==> src/pkg/scm_pkg.sv <==
// register map, field positions, reset values and timing counts for the clock control block
package scm_pkg;
  localparam int unsigned CLK_HZ = 25000000;
  localparam int unsigned ADDR_W = 4;
  // byte offsets of the three control registers
  localparam logic [3:0] SYSCLK_CONTROL_OFS = 4'h0;
  localparam logic [3:0] FAST_RC_CONTROL_OFS = 4'h4;
  localparam logic [3:0] CRYSTAL_CONTROL_OFS = 4'h8;
  // sysclk_control fields
  localparam int SCC_HALT_SLOW_BIT = 0;
  localparam int SCC_HALT_FAST_BIT = 1;
  localparam int SCC_SRC_BIT = 2;
  localparam int SCC_SEL_LSB = 5;
  localparam int SCC_SEL_MSB = 7;
  localparam logic [7:0] SCC_MASK = 8'he7;
  localparam logic [7:0] SCC_RESET = 8'h00;
  // fast_rc_control fields
  localparam int FRC_EN_BIT = 0;
  localparam int FRC_FLAG_BIT = 1;
  localparam int FRC_FREQ_LSB = 2;
  localparam int FRC_FREQ_MSB = 3;
  localparam logic [7:0] FRC_RESET = 8'h01;
  // crystal_control fields
  localparam int XTC_EN_BIT = 0;
  localparam int XTC_FLAG_BIT = 1;
  localparam int XTC_SPEED_BIT = 2;
  localparam logic [7:0] XTC_RESET = 8'h00;
  localparam logic [2:0] SEL_SLOW = 3'h7;
  // settle times in microseconds, counted in aclk cycles (the MHz factor rounds down)
  localparam int unsigned FAST_RC_SETTLE_US = 16;
  localparam int unsigned XTAL_QUICK_US = 200;
  localparam int unsigned XTAL_LOWPWR_US = 1000;
  localparam int unsigned FAST_RC_SETTLE_CYC = (FAST_RC_SETTLE_US * (CLK_HZ / 1000000));
  localparam int unsigned XTAL_QUICK_CYC = (XTAL_QUICK_US * (CLK_HZ / 1000000));
  localparam int unsigned XTAL_LOWPWR_CYC = (XTAL_LOWPWR_US * (CLK_HZ / 1000000));
  // fast rc frequency encodings
  localparam logic [1:0] FREQ_8M = 2'h0;
  localparam logic [1:0] FREQ_12M = 2'h1;
  localparam logic [1:0] FREQ_16M = 2'h2;
  typedef enum logic [1:0] {
    SCM_FREQ_8, SCM_FREQ_12, SCM_FREQ_16
  } scm_freq_t;
  typedef enum logic [2:0] {
    SCM_FAST, SCM_SLOW, SCM_IDLE_SLOW_ONLY, SCM_IDLE_BOTH_CLOCKS, SCM_IDLE_FAST_ONLY, SCM_SLEEP
  } scm_mode_t;
endpackage : scm_pkg

==> src/core/scm_settle.sv <==
// settle timer: flag clears on restart or disable, sets after a programmable count
`timescale 1ns/1ps
`default_nettype none
module scm_settle #(
  parameter int unsigned CNT_W = 16
) (
  input wire logic aclk,
  input wire logic aresetn,
  input wire logic ce,
  input wire logic enable,
  input wire logic restart,
  input wire logic [CNT_W-1:0] count,
  output logic stable
);
  logic [CNT_W-1:0] cnt_reg;

  always_ff @(posedge aclk) begin
    if (!aresetn) begin
      cnt_reg <= '0;
      stable <= 1'b0;
    end else if (ce) begin
      if (!enable || restart) begin
        cnt_reg <= '0;
        stable <= 1'b0;
      end else if (!stable) begin
        if (cnt_reg + 1'b1 >= count) begin
          stable <= 1'b1;
        end
        cnt_reg <= cnt_reg + 1'b1;
      end
    end
  end
endmodule : scm_settle
`default_nettype wire

==> src/core/scm_divider.sv <==
// free running prescaler for the fast clock, one enable pulse per selected ratio
`timescale 1ns/1ps
`default_nettype none
module scm_divider (
  input wire logic aclk,
  input wire logic aresetn,
  input wire logic ce,
  input wire logic run,
  input wire logic [2:0] sel,
  output logic tick
);
  logic [5:0] cnt_reg;
  logic [5:0] mask;

  always_comb begin
    mask = 6'((7'h01 << sel) - 7'h01);
  end

  always_ff @(posedge aclk) begin
    if (!aresetn) begin
      cnt_reg <= '0;
      tick <= 1'b0;
    end else if (ce) begin
      if (run) begin
        cnt_reg <= cnt_reg + 6'h01;
        tick <= ((cnt_reg & mask) == mask);
      end else begin
        tick <= 1'b0;
      end
    end
  end
endmodule : scm_divider
`default_nettype wire

==> src/core/scm_clock_ctrl.sv <==
// clock source, divider and operating mode control with an axi4-lite register port
`timescale 1ns/1ps
`default_nettype none
module scm_clock_ctrl
#(
  parameter int unsigned FAST_RC_SETTLE_CYCLES = scm_pkg::FAST_RC_SETTLE_CYC,
  parameter int unsigned XTAL_QUICK_CYCLES = scm_pkg::XTAL_QUICK_CYC,
  parameter int unsigned XTAL_LOWPWR_CYCLES = scm_pkg::XTAL_LOWPWR_CYC
) (
  input wire logic aclk,
  input wire logic aresetn,
  input wire logic ce,
  input wire logic [scm_pkg::ADDR_W-1:0] s_axi_awaddr,
  input wire logic s_axi_awvalid,
  output logic s_axi_awready,
  input wire logic [31:0] s_axi_wdata,
  input wire logic [3:0] s_axi_wstrb,
  input wire logic s_axi_wvalid,
  output logic s_axi_wready,
  output logic [1:0] s_axi_bresp,
  output logic s_axi_bvalid,
  input wire logic s_axi_bready,
  input wire logic [scm_pkg::ADDR_W-1:0] s_axi_araddr,
  input wire logic s_axi_arvalid,
  output logic s_axi_arready,
  output logic [31:0] s_axi_rdata,
  output logic [1:0] s_axi_rresp,
  output logic s_axi_rvalid,
  input wire logic s_axi_rready,
  input wire logic halt_req,
  input wire logic wake_req,
  input wire logic crystal_pin_a_in,
  input wire logic crystal_pin_share,
  output logic crystal_pins_osc,
  output logic crystal_pins_gpio,
  output logic fast_rc_osc_on,
  output logic [1:0] fast_rc_osc_freq,
  output logic slow_rc_osc_on,
  output logic crystal_osc_on,
  output logic crystal_osc_quick,
  output logic fast_clk_en,
  output logic slow_clk_en,
  output logic system_clk_en,
  output logic system_clk_is_slow,
  output logic cpu_run,
  output logic [2:0] op_mode
);
  import scm_pkg::*;

  logic [7:0] scc_reg;
  logic [7:0] frc_reg;
  logic [7:0] xtc_reg;
  logic [2:0] act_sel_reg;
  logic act_src_reg;
  logic [1:0] act_freq_reg;
  scm_mode_t mode_reg;
  scm_mode_t mode_next;
  scm_mode_t mode_view;
  logic aw_hold_reg;
  logic w_hold_reg;
  logic [3:0] aw_addr_reg;
  logic [31:0] w_data_reg;
  logic [3:0] w_strb_reg;
  logic wr_fire;
  logic frc_stable;
  logic xtal_stable;
  logic frc_restart;
  logic xtal_restart;
  logic div_tick;
  logic slow_stable;
  logic xtal_in_use;
  logic xtal_is_sys;
  logic halted;
  logic fast_needed;
  logic slow_needed;
  logic sys_on;
  logic [15:0] xtal_count;

  // 11 decodes as 8 MHz
  function automatic logic [1:0] freq_decode(input logic [1:0] f);
    freq_decode = (f == 2'h3) ? FREQ_8M : f;
  endfunction : freq_decode

  // ---------------- axi4-lite write side
  assign wr_fire = aw_hold_reg && w_hold_reg && !s_axi_bvalid;

  always_ff @(posedge aclk) begin
    if (!aresetn) begin
      aw_hold_reg <= 1'b0;
      w_hold_reg <= 1'b0;
      aw_addr_reg <= 4'h0;
      w_data_reg <= 32'h0000_0000;
      w_strb_reg <= 4'h0;
      s_axi_awready <= 1'b0;
      s_axi_wready <= 1'b0;
      s_axi_bvalid <= 1'b0;
      s_axi_bresp <= 2'h0;
    end else if (ce) begin
      s_axi_awready <= !aw_hold_reg && !s_axi_awready && s_axi_awvalid;
      s_axi_wready <= !w_hold_reg && !s_axi_wready && s_axi_wvalid;
      if (s_axi_awvalid && s_axi_awready) begin
        aw_hold_reg <= 1'b1;
        aw_addr_reg <= s_axi_awaddr;
      end
      if (s_axi_wvalid && s_axi_wready) begin
        w_hold_reg <= 1'b1;
        w_data_reg <= s_axi_wdata;
        w_strb_reg <= s_axi_wstrb;
      end
      if (wr_fire) begin
        aw_hold_reg <= 1'b0;
        w_hold_reg <= 1'b0;
        s_axi_bvalid <= 1'b1;
        s_axi_bresp <= (aw_addr_reg == SYSCLK_CONTROL_OFS || aw_addr_reg == FAST_RC_CONTROL_OFS ||
                        aw_addr_reg == CRYSTAL_CONTROL_OFS) ? 2'h0 : 2'h2;
      end else if (s_axi_bvalid && s_axi_bready) begin
        s_axi_bvalid <= 1'b0;
      end
    end
  end

  // ---------------- software registers; only byte lane 0 carries bits
  always_ff @(posedge aclk) begin
    if (!aresetn) begin
      scc_reg <= SCC_RESET;
      frc_reg <= FRC_RESET;
      xtc_reg <= XTC_RESET;
    end else if (ce && wr_fire && w_strb_reg[0]) begin
      unique case (aw_addr_reg)
        SYSCLK_CONTROL_OFS: scc_reg <= w_data_reg[7:0] & SCC_MASK;
        FAST_RC_CONTROL_OFS: begin
          frc_reg[FRC_EN_BIT] <= w_data_reg[FRC_EN_BIT];
          frc_reg[FRC_FREQ_MSB:FRC_FREQ_LSB] <= w_data_reg[FRC_FREQ_MSB:FRC_FREQ_LSB];
        end
        CRYSTAL_CONTROL_OFS: begin
          xtc_reg[XTC_EN_BIT] <= w_data_reg[XTC_EN_BIT];
          if (!xtal_is_sys) begin
            xtc_reg[XTC_SPEED_BIT] <= w_data_reg[XTC_SPEED_BIT];
          end
        end
        default: ;
      endcase
    end
  end

  // a restart pulse clears the stable flag before it can set again
  assign frc_restart = wr_fire && w_strb_reg[0] && aw_addr_reg == FAST_RC_CONTROL_OFS &&
    ((w_data_reg[FRC_EN_BIT] && !frc_reg[FRC_EN_BIT]) ||
     (freq_decode(w_data_reg[FRC_FREQ_MSB:FRC_FREQ_LSB]) !=
      freq_decode(frc_reg[FRC_FREQ_MSB:FRC_FREQ_LSB])));
  assign xtal_restart = wr_fire && w_strb_reg[0] && aw_addr_reg == CRYSTAL_CONTROL_OFS &&
    w_data_reg[XTC_EN_BIT] && !xtc_reg[XTC_EN_BIT];

  // speed mode only shortens start-up; once running the oscillator keeps going
  assign xtal_count = xtc_reg[XTC_SPEED_BIT] ? 16'(XTAL_QUICK_CYCLES)
                                              : 16'(XTAL_LOWPWR_CYCLES);

  scm_settle #(.CNT_W(16)) u_frc_settle (
    .aclk(aclk),
    .aresetn(aresetn),
    .ce(ce),
    .enable(fast_rc_osc_on),
    .restart(frc_restart),
    .count(16'(FAST_RC_SETTLE_CYCLES)),
    .stable(frc_stable)
  );

  // speed-mode change does not restart the timer, so clearing it never stops the crystal
  scm_settle #(.CNT_W(16)) u_xtal_settle (
    .aclk(aclk),
    .aresetn(aresetn),
    .ce(ce),
    .enable(crystal_osc_on),
    .restart(xtal_restart),
    .count(xtal_count),
    .stable(xtal_stable)
  );

  assign slow_stable = act_src_reg ? xtal_stable : 1'b1;
  assign xtal_is_sys = act_sel_reg == SEL_SLOW && act_src_reg;
  assign xtal_in_use = xtc_reg[XTC_EN_BIT] || scc_reg[SCC_SRC_BIT];

  // ---------------- glitch-free switch: the old setting stays until the target is stable
  always_ff @(posedge aclk) begin
    if (!aresetn) begin
      act_sel_reg <= 3'h0;
      act_src_reg <= 1'b0;
      act_freq_reg <= FREQ_8M;
    end else if (ce) begin
      if (frc_stable) begin
        act_freq_reg <= freq_decode(frc_reg[FRC_FREQ_MSB:FRC_FREQ_LSB]);
      end
      if (scc_reg[SCC_SRC_BIT] == 1'b0 || xtal_stable) begin
        act_src_reg <= scc_reg[SCC_SRC_BIT];
      end
      // divider changes land on a prescaler boundary, or at once while the slow clock is applied
      if (scc_reg[SCC_SEL_MSB:SCC_SEL_LSB] == SEL_SLOW) begin
        if ((scc_reg[SCC_SRC_BIT] ? xtal_stable : 1'b1) &&
            (act_sel_reg == SEL_SLOW || div_tick)) begin
          act_sel_reg <= SEL_SLOW;
        end
      end else if (frc_stable && (act_sel_reg == SEL_SLOW || div_tick)) begin
        act_sel_reg <= scc_reg[SCC_SEL_MSB:SCC_SEL_LSB];
      end
    end
  end

  // ---------------- operating mode
  always_comb begin
    mode_next = mode_reg;
    unique case (mode_reg)
      SCM_FAST, SCM_SLOW: begin
        if (halt_req) begin
          unique case ({scc_reg[SCC_HALT_FAST_BIT], scc_reg[SCC_HALT_SLOW_BIT]})
            2'b00: mode_next = SCM_SLEEP;
            2'b01: mode_next = SCM_IDLE_SLOW_ONLY;
            2'b11: mode_next = SCM_IDLE_BOTH_CLOCKS;
            2'b10: mode_next = SCM_IDLE_FAST_ONLY;
          endcase
        end else begin
          mode_next = (act_sel_reg == SEL_SLOW) ? SCM_SLOW : SCM_FAST;
        end
      end
      SCM_IDLE_SLOW_ONLY, SCM_IDLE_BOTH_CLOCKS, SCM_IDLE_FAST_ONLY, SCM_SLEEP: begin
        if (wake_req) begin
          mode_next = (act_sel_reg == SEL_SLOW) ? SCM_SLOW : SCM_FAST;
        end
      end
      default: mode_next = SCM_FAST;
    endcase
  end

  always_ff @(posedge aclk) begin
    if (!aresetn) begin
      mode_reg <= SCM_FAST;
    end else if (ce) begin
      mode_reg <= mode_next;
    end
  end

  assign halted = mode_reg != SCM_FAST && mode_reg != SCM_SLOW;
  // run modes follow the applied selection, so op_mode and clock outputs change together
  assign mode_view = halted ? mode_reg : ((act_sel_reg == SEL_SLOW) ? SCM_SLOW : SCM_FAST);
  // fast oscillator: always on in fast mode, enable bit in slow mode, halt enable when halted
  assign fast_needed = (mode_view == SCM_FAST) ||
                       (mode_view == SCM_SLOW && frc_reg[FRC_EN_BIT]) ||
                       mode_reg == SCM_IDLE_BOTH_CLOCKS || mode_reg == SCM_IDLE_FAST_ONLY;
  assign slow_needed = !halted || mode_reg == SCM_IDLE_SLOW_ONLY ||
                       mode_reg == SCM_IDLE_BOTH_CLOCKS;
  always_comb begin
    unique case (mode_reg)
      SCM_FAST, SCM_SLOW, SCM_IDLE_BOTH_CLOCKS: sys_on = 1'b1;
      SCM_IDLE_SLOW_ONLY: sys_on = act_sel_reg == SEL_SLOW;
      SCM_IDLE_FAST_ONLY: sys_on = act_sel_reg != SEL_SLOW;
      SCM_SLEEP: sys_on = 1'b0;
      default: sys_on = 1'b0;
    endcase
  end

  scm_divider u_div (
    .aclk(aclk),
    .aresetn(aresetn),
    .ce(ce),
    .run(frc_stable),
    .sel(act_sel_reg),
    .tick(div_tick)
  );

  // ---------------- registered outputs
  always_ff @(posedge aclk) begin
    if (!aresetn) begin
      fast_rc_osc_on <= 1'b0;
      fast_rc_osc_freq <= FREQ_8M;
      slow_rc_osc_on <= 1'b0;
      crystal_osc_on <= 1'b0;
      crystal_osc_quick <= 1'b0;
      fast_clk_en <= 1'b0;
      slow_clk_en <= 1'b0;
      system_clk_en <= 1'b0;
      system_clk_is_slow <= 1'b0;
      cpu_run <= 1'b0;
      op_mode <= 3'h0;
      crystal_pins_osc <= 1'b0;
      crystal_pins_gpio <= 1'b0;
    end else if (ce) begin
      fast_rc_osc_on <= fast_needed;
      fast_rc_osc_freq <= act_freq_reg;
      slow_rc_osc_on <= 1'b1;
      crystal_osc_on <= xtc_reg[XTC_EN_BIT] && mode_reg != SCM_SLEEP;
      crystal_osc_quick <= xtc_reg[XTC_SPEED_BIT];
      fast_clk_en <= frc_stable && fast_needed && div_tick;
      slow_clk_en <= slow_needed && slow_stable;
      system_clk_en <= sys_on && ((act_sel_reg == SEL_SLOW) ? slow_stable
                                                            : (frc_stable && div_tick));
      system_clk_is_slow <= act_sel_reg == SEL_SLOW;
      cpu_run <= !halted;
      op_mode <= mode_view;
      crystal_pins_osc <= xtal_in_use;
      crystal_pins_gpio <= !xtal_in_use && crystal_pin_share;
    end
  end

  // ---------------- axi4-lite read side
  always_ff @(posedge aclk) begin
    if (!aresetn) begin
      s_axi_arready <= 1'b0;
      s_axi_rvalid <= 1'b0;
      s_axi_rdata <= 32'h0000_0000;
      s_axi_rresp <= 2'h0;
    end else if (ce) begin
      s_axi_arready <= !s_axi_arready && !s_axi_rvalid && s_axi_arvalid;
      if (s_axi_arvalid && s_axi_arready) begin
        s_axi_rvalid <= 1'b1;
        s_axi_rresp <= 2'h0;
        unique case (s_axi_araddr)
          SYSCLK_CONTROL_OFS: s_axi_rdata <= {24'h000000, scc_reg};
          FAST_RC_CONTROL_OFS: s_axi_rdata <= {28'h0000000, frc_reg[3:2], frc_stable,
                                               frc_reg[FRC_EN_BIT]};
          CRYSTAL_CONTROL_OFS: s_axi_rdata <= {29'h00000000, xtc_reg[XTC_SPEED_BIT],
                                               xtal_stable, xtc_reg[XTC_EN_BIT]};
          default: begin
            s_axi_rdata <= 32'h0000_0000;
            s_axi_rresp <= 2'h2;
          end
        endcase
      end else if (s_axi_rvalid && s_axi_rready) begin
        s_axi_rvalid <= 1'b0;
      end
    end
  end
endmodule : scm_clock_ctrl
`default_nettype wire

==> config.mk <==
export PLATFORM = sky130hd
export DESIGN_NAME = scm_clock_ctrl
export DESIGN_NICKNAME = d
export VERILOG_FILES = /design/src/pkg/scm_pkg.sv /design/src/core/scm_settle.sv /design/src/core/scm_divider.sv /design/src/core/scm_clock_ctrl.sv
export SDC_FILE = /design/constraint.sdc
export NUM_CORES = 1
export LEC_CHECK = 0
export BUFFER_PORTS_ARGS = -buffer_cell sky130_fd_sc_hd__buf_2
export CORE_MARGIN = 10
export CORE_UTILIZATION = 60
export DETAILED_ROUTE_END_ITERATION = 10
export GPL_ROUTABILITY_DRIVEN = 0
export MAX_ROUTING_LAYER = met4
export PLACE_DENSITY = 0.89
export SYNTH_ARGS = -nofsm -noshare
export SYNTH_HDL_FRONTEND = slang
export SYNTH_SLANG_ARGS = --single-unit
==> constraint.sdc <==
create_clock -name aclk -period 4.3 [get_ports aclk]
set_input_delay 0.215 -clock aclk [delete_from_list [all_inputs] [get_ports aclk]]
set_output_delay 0.215 -clock aclk [all_outputs]
set_load 0.01 [all_outputs]
Word-level counts from Yosys, hierarchy flattened
Cells that the tools add are included.

Word-level logic and storage cells: 207. Bits in registers: 133.

Reductions and logical operators: 93. Magnitude comparators: 2. Muxes and demuxes: 38. Shift-type cells: 1. Equality and inequality tests: 26. Add/sub/neg operators: 4. Bitwise gates (word level): 3.

Operators with widths (count): $mux W16 (4); $logic_and A1 B1 Y1 (34); $add A16 B1 Y16 const B (2); $reduce_and A2 Y1 (16); $pmux W8 S3 (1); $mux W1 (19); $mux W3 (6); $ge A16 B15 Y1 (1); $ge A16 B9 Y1 const B (1); $mux W15 (1); $logic_not A1 Y1 (13); $logic_or A1 B1 Y1 (13); $eq A3 B3 Y1 const B (4); $pmux W3 S4 (1); $reduce_bool A2 Y1 (5); $eq A2 B2 Y1 const B (4); $eq A4 B3 Y1 const B (2); $eq A4 B4 Y1 const B (2); $logic_not A4 Y1 (2); $mux W2 (4); $add A6 B1 Y6 const B (1); $and A6 B6 Y6 (1); $eq A3 B1 Y1 const B (2); $eq A3 B2 Y1 const B (2); other kinds (19) (26).

Depth between registers and ports, before layout
Gate-level depths: netlist of run 1.

Depth after elaboration: 10. Depth in mapped cells: 12. Mapped depth without buffers: 11.

Hierarchy
Synthesis of run 1 repeated with hierarchy kept, for this count alone.

Cell total of the unflattened synthesis: 757. Area total of the unflattened synthesis: 6531.3 um^2.

By module, submodules not included: scm_clock_ctrl (seq. area each 1281.2 um^2, cells an instance 358, instances 1, area each 3276.9 um^2); scm_settle (seq. area each 340.3 um^2, cells an instance 179, instances 2, area each 1451.4 um^2); scm_divider (seq. area each 140.1 um^2, cells an instance 41, instances 1, area each 351.6 um^2).

Worst setup path after synthesis of run 1
No wires, ideal clock.

Kind: reg-to-reg. Start: register u_xtal_settle.cnt_reg[0]. End: register u_xtal_settle.stable. Path buffers: 1. Data required time: 4.169 ns. Stages on the path, launching flop included: 12. Period minus slack after synthesis: 2.577 ns. Data arrival time: 2.446 ns. Setup time: 0.131 ns. Slack: 1.723 ns. Cell sequence: dfxtp_1 ha_1 and4_1 clkbuf_1 and3_1 and3_1 xor2_1 ha_1 nand3_1 a211oi_1 o41ai_1 a31oi_1.

Cells in the longest elaborated chain, start to end: 5.

Ends and longest elaborated chain: from (decl) (RTL line scm_settle.sv:15) `logic [CNT_W-1:0] cnt_reg;`; from (signal assigned) (RTL line scm_settle.sv:29) `cnt_reg <= cnt_reg + 1'b1;`; $add A16 B1 Y16 (RTL line scm_settle.sv:26) `if (cnt_reg + 1'b1 >= count) begin`; $ge A16 B15 Y1 (RTL line scm_settle.sv:26); $mux W1 (RTL line scm_settle.sv:26); $mux W1 (RTL line scm_settle.sv:25) `end else if (!stable) begin`; $mux W1 (RTL line scm_settle.sv:22) `if (!enable || restart) begin`; to (signal assigned) (RTL line scm_settle.sv:20) `stable <= 1'b0;`; to (signal assigned) (RTL line scm_settle.sv:24) `stable <= 1'b0;`; to (signal assigned) (RTL line scm_settle.sv:27) `stable <= 1'b1;`; to (decl) (RTL line scm_settle.sv:13) `output logic stable`.

Every way passes these cells. A chain may end at the register's enable or synchronous reset.

Final worst setup path of run 1
Ends and elaborated chain as after synthesis.

==> out/qor.yml, run 1 <==
final_layout:
  drive_above_1_share_pct: 13.2
  antennaDiodeCount: 0
  syn2layout_area_growth_pct: 5.70
  nFillCells: 773
  fin_nets: 801
  final_area_sq_um: 6170
  final_util_pct: 65.8
logic_synthesis:
  syn_area_sq_um: 5830
  synth_edf_count: 0
  synthArstFlopShare_pct: 0
  synth_ff_type: "dfxtp_1"
  yosysUniqueCellTypes: 80
  ys_warn_count: 0
  ys_seq_area_share_pct: 36.0
  avgSynthCellArea_sq_um: 8.19
  synth-seq-cells: 105
  synthCells: 712
timing:
  rsz0062_at_grt: "false"
  fmax_mhz: 334
  worst_slack_ns: 1.30
  setup-violations-final: 0
  finalSetupTns_ns: 0
  hold_violations: 0
  slew_headroom_pct: 34.4
  finalMaxSlewViolations: 0
  hold_ws_ns: 0.0548
  fin_skew_ns: 0.0143
  fin_crit_sh_pct: 69.7
  tightest_slew_ns: 0.982
  fin_crit_ns: 3.00
cts:
  clk_pin_slew_worst_paths_ns: 0.11
  cts-root-buf: "clkbuf_8"
  cts_tree: "done"
  postCtsHoldBufs: 0
  cts_buffer_depth: 2
  postCtsSetupBuffers: 0
  clk_latency_ns: 0.39
  numCtsBuffers: 9
  cts_sinks: 105
  cts_resized: 0
  cts-htree-levels: 3
floorplan:
  start_util_pct: 62.3
  die_w_um: 119
  die_height_um: 119
  coreArea_sq_um: 9370
  io_pins: 113
  die-area_sq_um: 14100
  rows: 35
worst_setup_path:
  endpoint_kind: "flop"
  cp_max_fo: 8
  cp-start-kind: "flop"
  cp.arrival_ns: 3.25
  path_class: "reg2reg"
  cp.required_ns: 4.56
  r2r_cells: 10
global_routing:
  grt-ovfl-total: 0
  grt_pass1_vias: 5156
  grt_start_max_net_pins: 88
  antenna_found_initial: 0
  grt.total_usage_pct: 20.6
  grt_pass1_wl_um: 24500
hold_path:
  min_path_cells: 3
  hold_path_class: "in2reg"
run_status:
  status: "complete, no violations"
drt:
  num_vias: 5298
  routedWlPerCell_um: 16.7
  totalWireLength_um: 14400
  vias_per_cell: 6.13
  first_pass_iters: 5
  drc_errors: 0
  drt_iter0_markers: 383
  ant_nets: 0
placement:
  portBuffers: 56
  hpwl_um: 10200
  pre_cts_slack_ns: 1.40
  dpl_cell_area_sq_um: 5970
power_and_ir_drop:
  peakVddDrop_v: 0.000182
  p_sw_mw: 0.474
  p_per_area_nw_per_um2: 282
  swShare_pct: 27.3
  p_int_mw: 1.26
  p_comb_share_pct: 7.2
  seqPwrFrac_pct: 57.3
  power.share.clock_pct: 35.5
  p_leak_nw: 2.34
flow_run:
  maxCapViolations: 0
==> final timing paths <==
kind | start | to | slack (ns)
setup / recovery | u_xtal_settle.cnt_reg[0] | u_xtal_settle.stable | 1.30
hold / removal | s_axi_wdata[6] | w_data_reg[6] | 0.05
hold reg to reg | w_data_reg[5] | w_data_reg[5] | 0.48
setup reg to reg | u_xtal_settle.cnt_reg[0] | u_xtal_settle.stable | 1.30
==> power groups by stage <==
| stage | Sequential, mW | Combinational, mW | Clock, mW |
|---|---|---|---|
| after global routing | 0.997 | 0.138 | 0.665 |
| after detailed placement | 1.02 | 0.122 | 0 |
| after global placement | 1.02 | 0.118 | 0 |
| after CTS | 0.994 | 0.123 | 0.618 |
| final | 0.995 | 0.125 | 0.617 |
| after floorplan | 1.02 | 0.101 | 0 |
==> metrics by stage <==
stage | cells | total power [mW]
2_1_floorplan | 738 | 1.12
3_3_place_gp | 848 | 1.13
3_5_place_dp | 848 | 1.14
4_1_cts | 864 | 1.74
5_1_grt | 864 | 1.80
6_report | 864 | 1.74
==> layer usage <==
metal	vias to the layer above	routed length (um)	global-route usage, %
met1	2484	5720	23.5
met5	-	0	-
met3	37	1230	5.38
met4	0	275	7.56
met2	243	7190	34.1
li1	2534	-	-
==> synthesized netlist by cell type, types with 3 or more instances <==
cell,count,area (sq um)
o221ai_1,9,78.8
nand3b_1,3,22.5
nor4b_1,3,26.3
or3_1,6,37.5
buf_4,27,203
o211ai_1,6,45.0
nor2b_1,3,18.8
buf_2,9,45.0
ha_1,15,188
buf_1,8,30.0
and4_1,5,43.8
dfxtp_1,105,2100
nor3_1,12,60.1
nand2b_1,3,18.8
nor3b_1,3,22.5
a21oi_1,59,295
inv_1,26,97.6
a211oi_1,14,105
xor2_1,10,87.6
and3_1,9,56.3
xnor2_1,10,87.6
nand2_1,60,225
o21ai_0,19,95.1
a22oi_1,12,90.1
nor2_1,87,327
a31oi_1,8,50.1
nor4_1,3,18.8
o31a_1,3,26.3
and2_1,4,25.0
nand4_1,21,131
nand3_1,25,125
nand4b_1,3,26.3
clkbuf_1,30,113
a311oi_1,4,35.0
mux2i_1,31,310
==> critical path, cell delays in order, from the launching register on <==
cell	delay (ns)
dfxtp_1	0.45
ha_1	0.32
and4_1	0.40
and3_1	0.29
and3_1	0.24
xor2_1	0.19
ha_1	0.25
nand3_1	0.13
a211oi_1	0.06
o41ai_1	0.40
a31oi_1	0.14
==> final cells by class <==
class	count	area (sq um)	area share [%]
Inverter	28	105	1.70
Multi-Input combinational cell	527	3300	53.5
Tap cell	129	161	2.62
Sequential cell	105	2100	34.1
Clock inverter	6	56.3	0.913
Timing Repair Buffer	59	303	4.91
Clock buffer	10	138	2.23
==> cells in the final DEF (no fill, tap or decap), types with 10 or more instances in the layout <==
| master | Yosys | routed |
|---|---|---|
| mux2i_1 | 31 | 31 |
| a211oi_1 | 14 | 14 |
| nor2_1 | 87 | 87 |
| nand2_1 | 60 | 60 |
| a21oi_1 | 59 | 59 |
| a22oi_1 | 12 | 12 |
| xor2_1 | 10 | 10 |
| nand4_1 | 21 | 21 |
| o21ai_0 | 19 | 19 |
| buf_2 | 9 | 56 |
| dfxtp_1 | 105 | 105 |
| clkbuf_8 | 0 | 10 |
| ha_1 | 15 | 15 |
| inv_1 | 26 | 26 |
| nor3_1 | 12 | 12 |
| nand3_1 | 25 | 25 |
| conb_1 | 1 | 27 |
| xnor2_1 | 10 | 10 |
==> cells by family after synthesis <==
family,synth area share (%)
compound gates,19.7
xor+xnor,3.00
fa+ha+maj,3.22
buf+inv,9.05
flops,36.0
mux,5.51
other cells,0.0643
simple gates,23.4
Power figures use the tool's default switching activity.
==> inputs of run 2 (changes only) <==
--- a/config.mk
+++ b/config.mk
@@ -7,11 +7,11 @@
 export LEC_CHECK = 0
 export BUFFER_PORTS_ARGS = -buffer_cell sky130_fd_sc_hd__buf_2
 export CORE_MARGIN = 10
-export CORE_UTILIZATION = 60
+export CORE_UTILIZATION = 56
 export DETAILED_ROUTE_END_ITERATION = 10
 export GPL_ROUTABILITY_DRIVEN = 0
 export MAX_ROUTING_LAYER = met4
-export PLACE_DENSITY = 0.89
+export PLACE_DENSITY = 0.84
 export SYNTH_ARGS = -nofsm -noshare
 export SYNTH_HDL_FRONTEND = slang
 export SYNTH_SLANG_ARGS = --single-unit
==> constraint.sdc (replaced) <==
create_clock -name aclk -period 3.05 [get_ports aclk]
set_input_delay 0.1525 -clock aclk [delete_from_list [all_inputs] [get_ports aclk]]
set_output_delay 0.1525 -clock aclk [all_outputs]
set_load 0.01 [all_outputs]
==> out/qor.yml, run 2 (synthesis gave the netlist of run 1 again) <==
worst_setup_path:
  reg2reg_slack_ns: 0.17  # -1.14 ns
  reg2reg_from: "u_xtal_settle.cnt_reg[0]"
  cp.arrival_ns: 3.15  # -0.10 ns
  cp-start-kind: "flop"
  r2r_cells: 10  # unchanged
  reg2reg_to: "u_xtal_settle.stable"
  endpoint_kind: "flop"
  path_class: "reg2reg"
  cp.required_ns: 3.31  # -1.25 ns
  cp_max_fo: 8  # unchanged
floorplan:
  coreArea_sq_um: 10200  # +9.2%
  die_height_um: 122  # +2.9%
  io_pins: 113  # unchanged
  start_util_pct: 57.0  # -5.2 points
  die_w_um: 122  # +2.9%
  die-area_sq_um: 14900  # +5.9%
  rows: 37  # +5.7%
global_routing:
  grt_start_max_net_pins: 74  # -16%
  grt_pass1_wl_um: 24100  # -1.9%
  grt-ovfl-total: 0  # unchanged
  antenna_found_initial: 0  # unchanged
  grt.total_usage_pct: 19.9  # -0.74 points
  grt_pass1_vias: 5101  # -1.1%
placement:
  portBuffers: 56  # unchanged
  hpwl_um: 10500  # +3.1%
timing:
  finalSetupTns_ns: 0  # unchanged
  fin_crit_ns: 2.88  # -0.115 ns
  fin_crit_sh_pct: 94.5  # +25 points
  tightest_slew_ns: 1.00  # +0.0178 ns
  slew_headroom_pct: 33.0  # -1.4 points
  finalMaxSlewViolations: 0  # unchanged
  fmax_mhz: 347  # +4.0%
  rsz0062_at_grt: "false"
  setup-violations-final: 0  # unchanged
  hold_violations: 0  # unchanged
  fin_skew_ns: 0.0105  # -0.00381 ns
hold_path:
  min-delay-start: "s_axi_wdata[5]"
  min_path_cells: 3  # unchanged
  hold_path_class: "in2reg"
  holdPathEnd: "w_data_reg[5]"
run_status:
  status: "complete, no violations"
cts:
  postCtsSetupBuffers: 0  # unchanged
  clk_latency_ns: 0.39  # about the same
  cts-htree-levels: 3  # unchanged
  cts_sinks: 105  # unchanged
  numCtsBuffers: 9  # unchanged
  clk_pin_slew_worst_paths_ns: 0.10  # about the same
  cts_buffer_depth: 2  # unchanged
  cts-root-buf: "clkbuf_8"
  cts_tree: "done"
final_layout:
  seqCellArea_sq_um: 2100  # unchanged
  syn2layout_area_growth_pct: 7.53
  final_util_pct: 61.3  # -4.5 points
  nFillCells: 877  # +13%
  drive_above_1_share_pct: 14.0  # +0.76 points
  multi_input_area_sq_um: 3310  # +0.11%
  antennaDiodeCount: 0  # unchanged
  fin_nets: 811  # +1.2%
  layout.cells.most_common_list: "105 x dfxtp_1, 87 x nor2_1, 60 x nand2_1"
  layout_commonest_cell: "dfxtp_1"
drt:
  first_pass_iters: 5  # unchanged
  num_vias: 5370  # +1.4%
  vias_per_cell: 6.10  # -0.60%
  ant_nets: 0  # unchanged
  drt_iter0_markers: 410  # +7.0%
  routedWlPerCell_um: 16.7  # +0.20%
  drc_errors: 0  # unchanged
  totalWireLength_um: 14700  # +2.2%
power_and_ir_drop:
  p_leak_nw: 2.38  # +1.7%
  p_per_area_nw_per_um2: 396  # +41%
  peakVddDrop_v: 0.000365  # +100%
flow_run:
  maxCapViolations: 0  # unchanged
-- run 2: where the power goes --
group / switching (mW) / total, mW / leakage (nW) / internal (mW)
combinational: 0.123 / 0.183 / 1.43 / 0.0606
clock: 0.515 / 0.902 / 0.0966 / 0.387
sequential: 0.0160 / 1.40 / 0.849 / 1.39
total: 0.654 / 2.49 / 2.38 / 1.83
-- run 2: worst max path at each step --
stage,start,endpoint,depth (start not counted)
2_1_floorplan,u_xtal_settle.cnt_reg[0],u_xtal_settle.stable,11
3_3_place_gp,u_xtal_settle.cnt_reg[0],u_xtal_settle.stable,10
3_5_place_dp,u_xtal_settle.cnt_reg[0],u_xtal_settle.stable,10
4_1_cts,u_xtal_settle.cnt_reg[0],u_xtal_settle.stable,10
5_1_grt,u_xtal_settle.cnt_reg[0],u_xtal_settle.stable,10
6_report,u_xtal_settle.cnt_reg[0],u_xtal_settle.stable,10
-- run 2: critical path, cell delays in order (launching register included) --
cell and delay [ns]:
dfxtp_1 0.44, ha_2 0.28, and4_2 0.34, and3_1 0.24, and3_1 0.25, xor2_1 0.21
ha_1 0.26, nand3_1 0.13, a211oi_1 0.07, o41ai_1 0.42, a31oi_1 0.14
-- run 2: metal layers --
metal  wire length (um)  vias up  GRT usage, %
met5                  0        -             -
li1                   -     2544             -
met4                293        0          7.73
met2               7220      249          32.6
met3               1100       33          3.56
met1               6120     2544          23.7
-- run 2: area by class of cell --
class,instances,area share [%]
clock buffers,9,1.97
clock inverters,7,1.22
inverters,28,1.68
multi-input cells,527,52.7
flip-flops and latches,105,33.5
well taps,136,2.71
repair buffers,69,6.22
-- run 2: repair_timing --
| item | 4_1_cts | 5_1_grt |
|---|---|---|
| endpoints found under the hold margin | 5 | 0 |
| endpoints found under the setup margin | 0 | 1 |
| hold buffers | 5 | 0 |
| resized for setup | 0 | 2 |
-- run 2: through the flow --
step	std cells	cell area (sq um)	total power [mW]	hold slack, ns	setup slack [ns]
final	881	6270	2.49	0.00954	0.169
after global routing	881	6270	2.57	0.0102	0.0148
after CTS	881	6270	2.49	0.00165	0.0969
after detailed placement	860	6020	1.61	0.402	0.175
after global placement	860	6020	1.60	0.386	0.341
after floorplan	738	5930	1.58	0.288	0.473
==> inputs of run 3 (changes only) <==
==> constraint.sdc (replaced) <==
create_clock -name aclk -period 2.7 [get_ports aclk]
set_input_delay 0.135 -clock aclk [delete_from_list [all_inputs] [get_ports aclk]]
set_output_delay 0.135 -clock aclk [all_outputs]
set_load 0.01 [all_outputs]
==> out/qor.yml, run 3 (synthesis gave the netlist of run 1 again) <==
cts:
  cts_sinks: 105  # unchanged
  clk_latency_ns: 0.38  # about the same
  cts_buffer_depth: 2  # unchanged
  numCtsBuffers: 9  # unchanged
  cts-htree-levels: 3  # unchanged
  cts-root-buf: "clkbuf_8"
  clk_pin_slew_worst_paths_ns: 0.10  # about the same
  cts_tree: "done"
worst_setup_path:
  endpoint_kind: "flop"
  r2r_cells: 10  # unchanged
  path_class: "reg2reg"
  cp_max_fo: 8  # unchanged
  reg2reg_from: "u_xtal_settle.cnt_reg[1]"
  reg2reg_slack_ns: 0.09  # -0.08 ns
  reg2reg_to: "u_xtal_settle.stable"
  cp.required_ns: 2.96  # -0.35 ns
  cp-start-kind: "flop"
  cp.arrival_ns: 2.86  # -0.29 ns
hold_path:
  min-delay-start: "s_axi_wdata[3]"
  holdPathEnd: "w_data_reg[3]"
  hold_path_class: "in2reg"
  min_path_cells: 3  # unchanged
power_and_ir_drop:
  seqPwrFrac_pct: 56.5  # about the same
  peakVddDrop_v: 0.000343  # -6.1%
  swShare_pct: 25.2  # -1.1 points
  p_sw_mw: 0.707  # +8.2%
  power.share.clock_pct: 35.9  # -0.4 points
  p_comb_share_pct: 7.6  # +0.2 points
  p_per_area_nw_per_um2: 440  # +11%
  p_leak_nw: 2.44  # +2.6%
  p_int_mw: 2.10  # +14%
drt:
  drc_errors: 0  # unchanged
  wl_met1_um: 6170  # +0.95%
  totalWireLength_um: 14900  # +1.0%
  routedWlPerCell_um: 16.7  # -0.25%
  ant_nets: 0  # unchanged
  highest_layer: "met4"
  drt_iter0_markers: 466  # +14%
  first_pass_iters: 5  # unchanged
  vias_per_cell: 6.03  # -1.1%
  met3_wirelength_um: 1040  # -6.1%
  met2_length_um: 7400  # +2.5%
  num_vias: 5378  # +0.15%
floorplan:
  coreArea_sq_um: 10200  # unchanged
  die_height_um: 122  # unchanged
  start_util_pct: 57.0  # unchanged
  die_w_um: 122  # unchanged
  die-area_sq_um: 14900  # unchanged
  io_pins: 113  # unchanged
  rows: 37  # unchanged
timing:
  slew_headroom_pct: 34.0  # +0.99 points
  fin_crit_sh_pct: 96.6  # +2.1 points
  hold_ws_ns: 0.0115  # +0.00197 ns
  finalMaxSlewViolations: 0  # unchanged
  fin_crit_ns: 2.61  # -0.273 ns
  tightest_slew_ns: 0.985  # -0.0148 ns
  fmax_mhz: 383  # +10%
  fin_skew_ns: 0.0101  # -0.000444 ns
  rsz0062_at_grt: "false"
  finalSetupTns_ns: 0  # unchanged
  setup-violations-final: 0  # unchanged
  hold_violations: 0  # unchanged
  worst_slack_ns: 0.0919  # -0.0767 ns
final_layout:
  seqCellArea_sq_um: 2100  # about the same
  layout_commonest_cell: "dfxtp_1"
  antennaDiodeCount: 0  # unchanged
  drive_above_1_share_pct: 14.3  # +0.33 points
  syn2layout_area_growth_pct: 9.26
  multi_input_area_sq_um: 3310  # +0.15%
  layout.cells.most_common_list: "104 x dfxtp_1, 87 x nor2_1, 60 x nand2_1"
  fin_nets: 822  # +1.4%
  nFillCells: 854  # -2.6%
placement:
  hpwl_um: 10600  # +1.1%
  portBuffers: 56  # unchanged
  pre_cts_slack_ns: 0.0507  # -0.124 ns
global_routing:
  grt-ovfl-total: 0  # unchanged
  grt_pass1_vias: 5234  # +2.6%
  antenna_found_initial: 0  # unchanged
  grt.total_usage_pct: 20.4  # +0.55 points
  grt_start_max_net_pins: 71  # -4.1%
  grt_pass1_wl_um: 24700  # +2.7%
run_status:
  status: "complete, no violations"
flow_run:
  maxCapViolations: 0  # unchanged
-- run 3: power groups by stage --
stage	Sequential (mW)	Clock, mW	Combinational, mW
after global placement	1.62	0	0.191
after global routing	1.59	1.07	0.235
final	1.58	1.01	0.214
after CTS	1.58	1.02	0.208
after detailed placement	1.62	0	0.196
after floorplan	1.62	0	0.160
-- run 3: stage by stage --
step           cell area [sq um]  power [mW]  util (%)  std cells
2_1_floorplan               5930        1.78         -        738
3_3_place_gp                6060        1.81      59.2        865
3_5_place_dp                6060        1.82      59.2        865
4_1_cts                     6360        2.81      62.2        892
5_1_grt                     6370        2.89      62.3        892
6_report                    6370        2.81      62.3        892
-- run 3: worst max-delay path by stage --
stage	startpoint	depth (start not counted)	slack, ns	to
after floorplan	u_xtal_settle.cnt_reg[0]	11	0.12	u_xtal_settle.stable
after global placement	u_xtal_settle.cnt_reg[0]	10	0.19	u_xtal_settle.stable
after detailed placement	u_xtal_settle.cnt_reg[0]	10	0.05	u_xtal_settle.stable
after CTS	u_xtal_settle.cnt_reg[0]	10	0.01	u_xtal_settle.stable
after global routing	u_xtal_settle.cnt_reg[1]	10	0.009	u_xtal_settle.stable
final	u_xtal_settle.cnt_reg[1]	10	0.09	u_xtal_settle.stable
-- run 3: routing by layer --
| metal | global-route usage, % | vias to the layer above |
|---|---|---|
| met5 | - | - |
| met4 | 7.36 | 0 |
| met3 | 4.39 | 27 |
| met2 | 33.9 | 225 |
| met1 | 23.9 | 2556 |
| li1 | - | 2570 |
-- run 3: timing repair --
item,in CTS,in global routing
resized for setup,0,3
hold buffers,11,0
endpoints found under the setup margin,0,1
buffers inserted,0,0
hold endpoints to repair,11,0
-- run 3: worst max-delay path, cell delays in order (launching register included) --
cell	delay [ns]
dfxtp_1	0.41
ha_1	0.19
and4_2	0.33
and3_1	0.20
and3_1	0.22
xor2_1	0.18
ha_1	0.25
nand3_1	0.14
a211oi_1	0.08
o41ai_2	0.36
a31oi_1	0.13
-- run 3: layout make-up --
| cell class | count | share of cell area, % |
|---|---|---|
| Clock buffer | 12 | 2.28 |
| Clock inverter | 4 | 0.824 |
| Inverter | 28 | 1.65 |
| Multi-Input combinational cell | 527 | 51.9 |
| Sequential cell | 105 | 33.0 |
| Tap cell | 136 | 2.67 |
| Timing Repair Buffer | 80 | 7.65 |
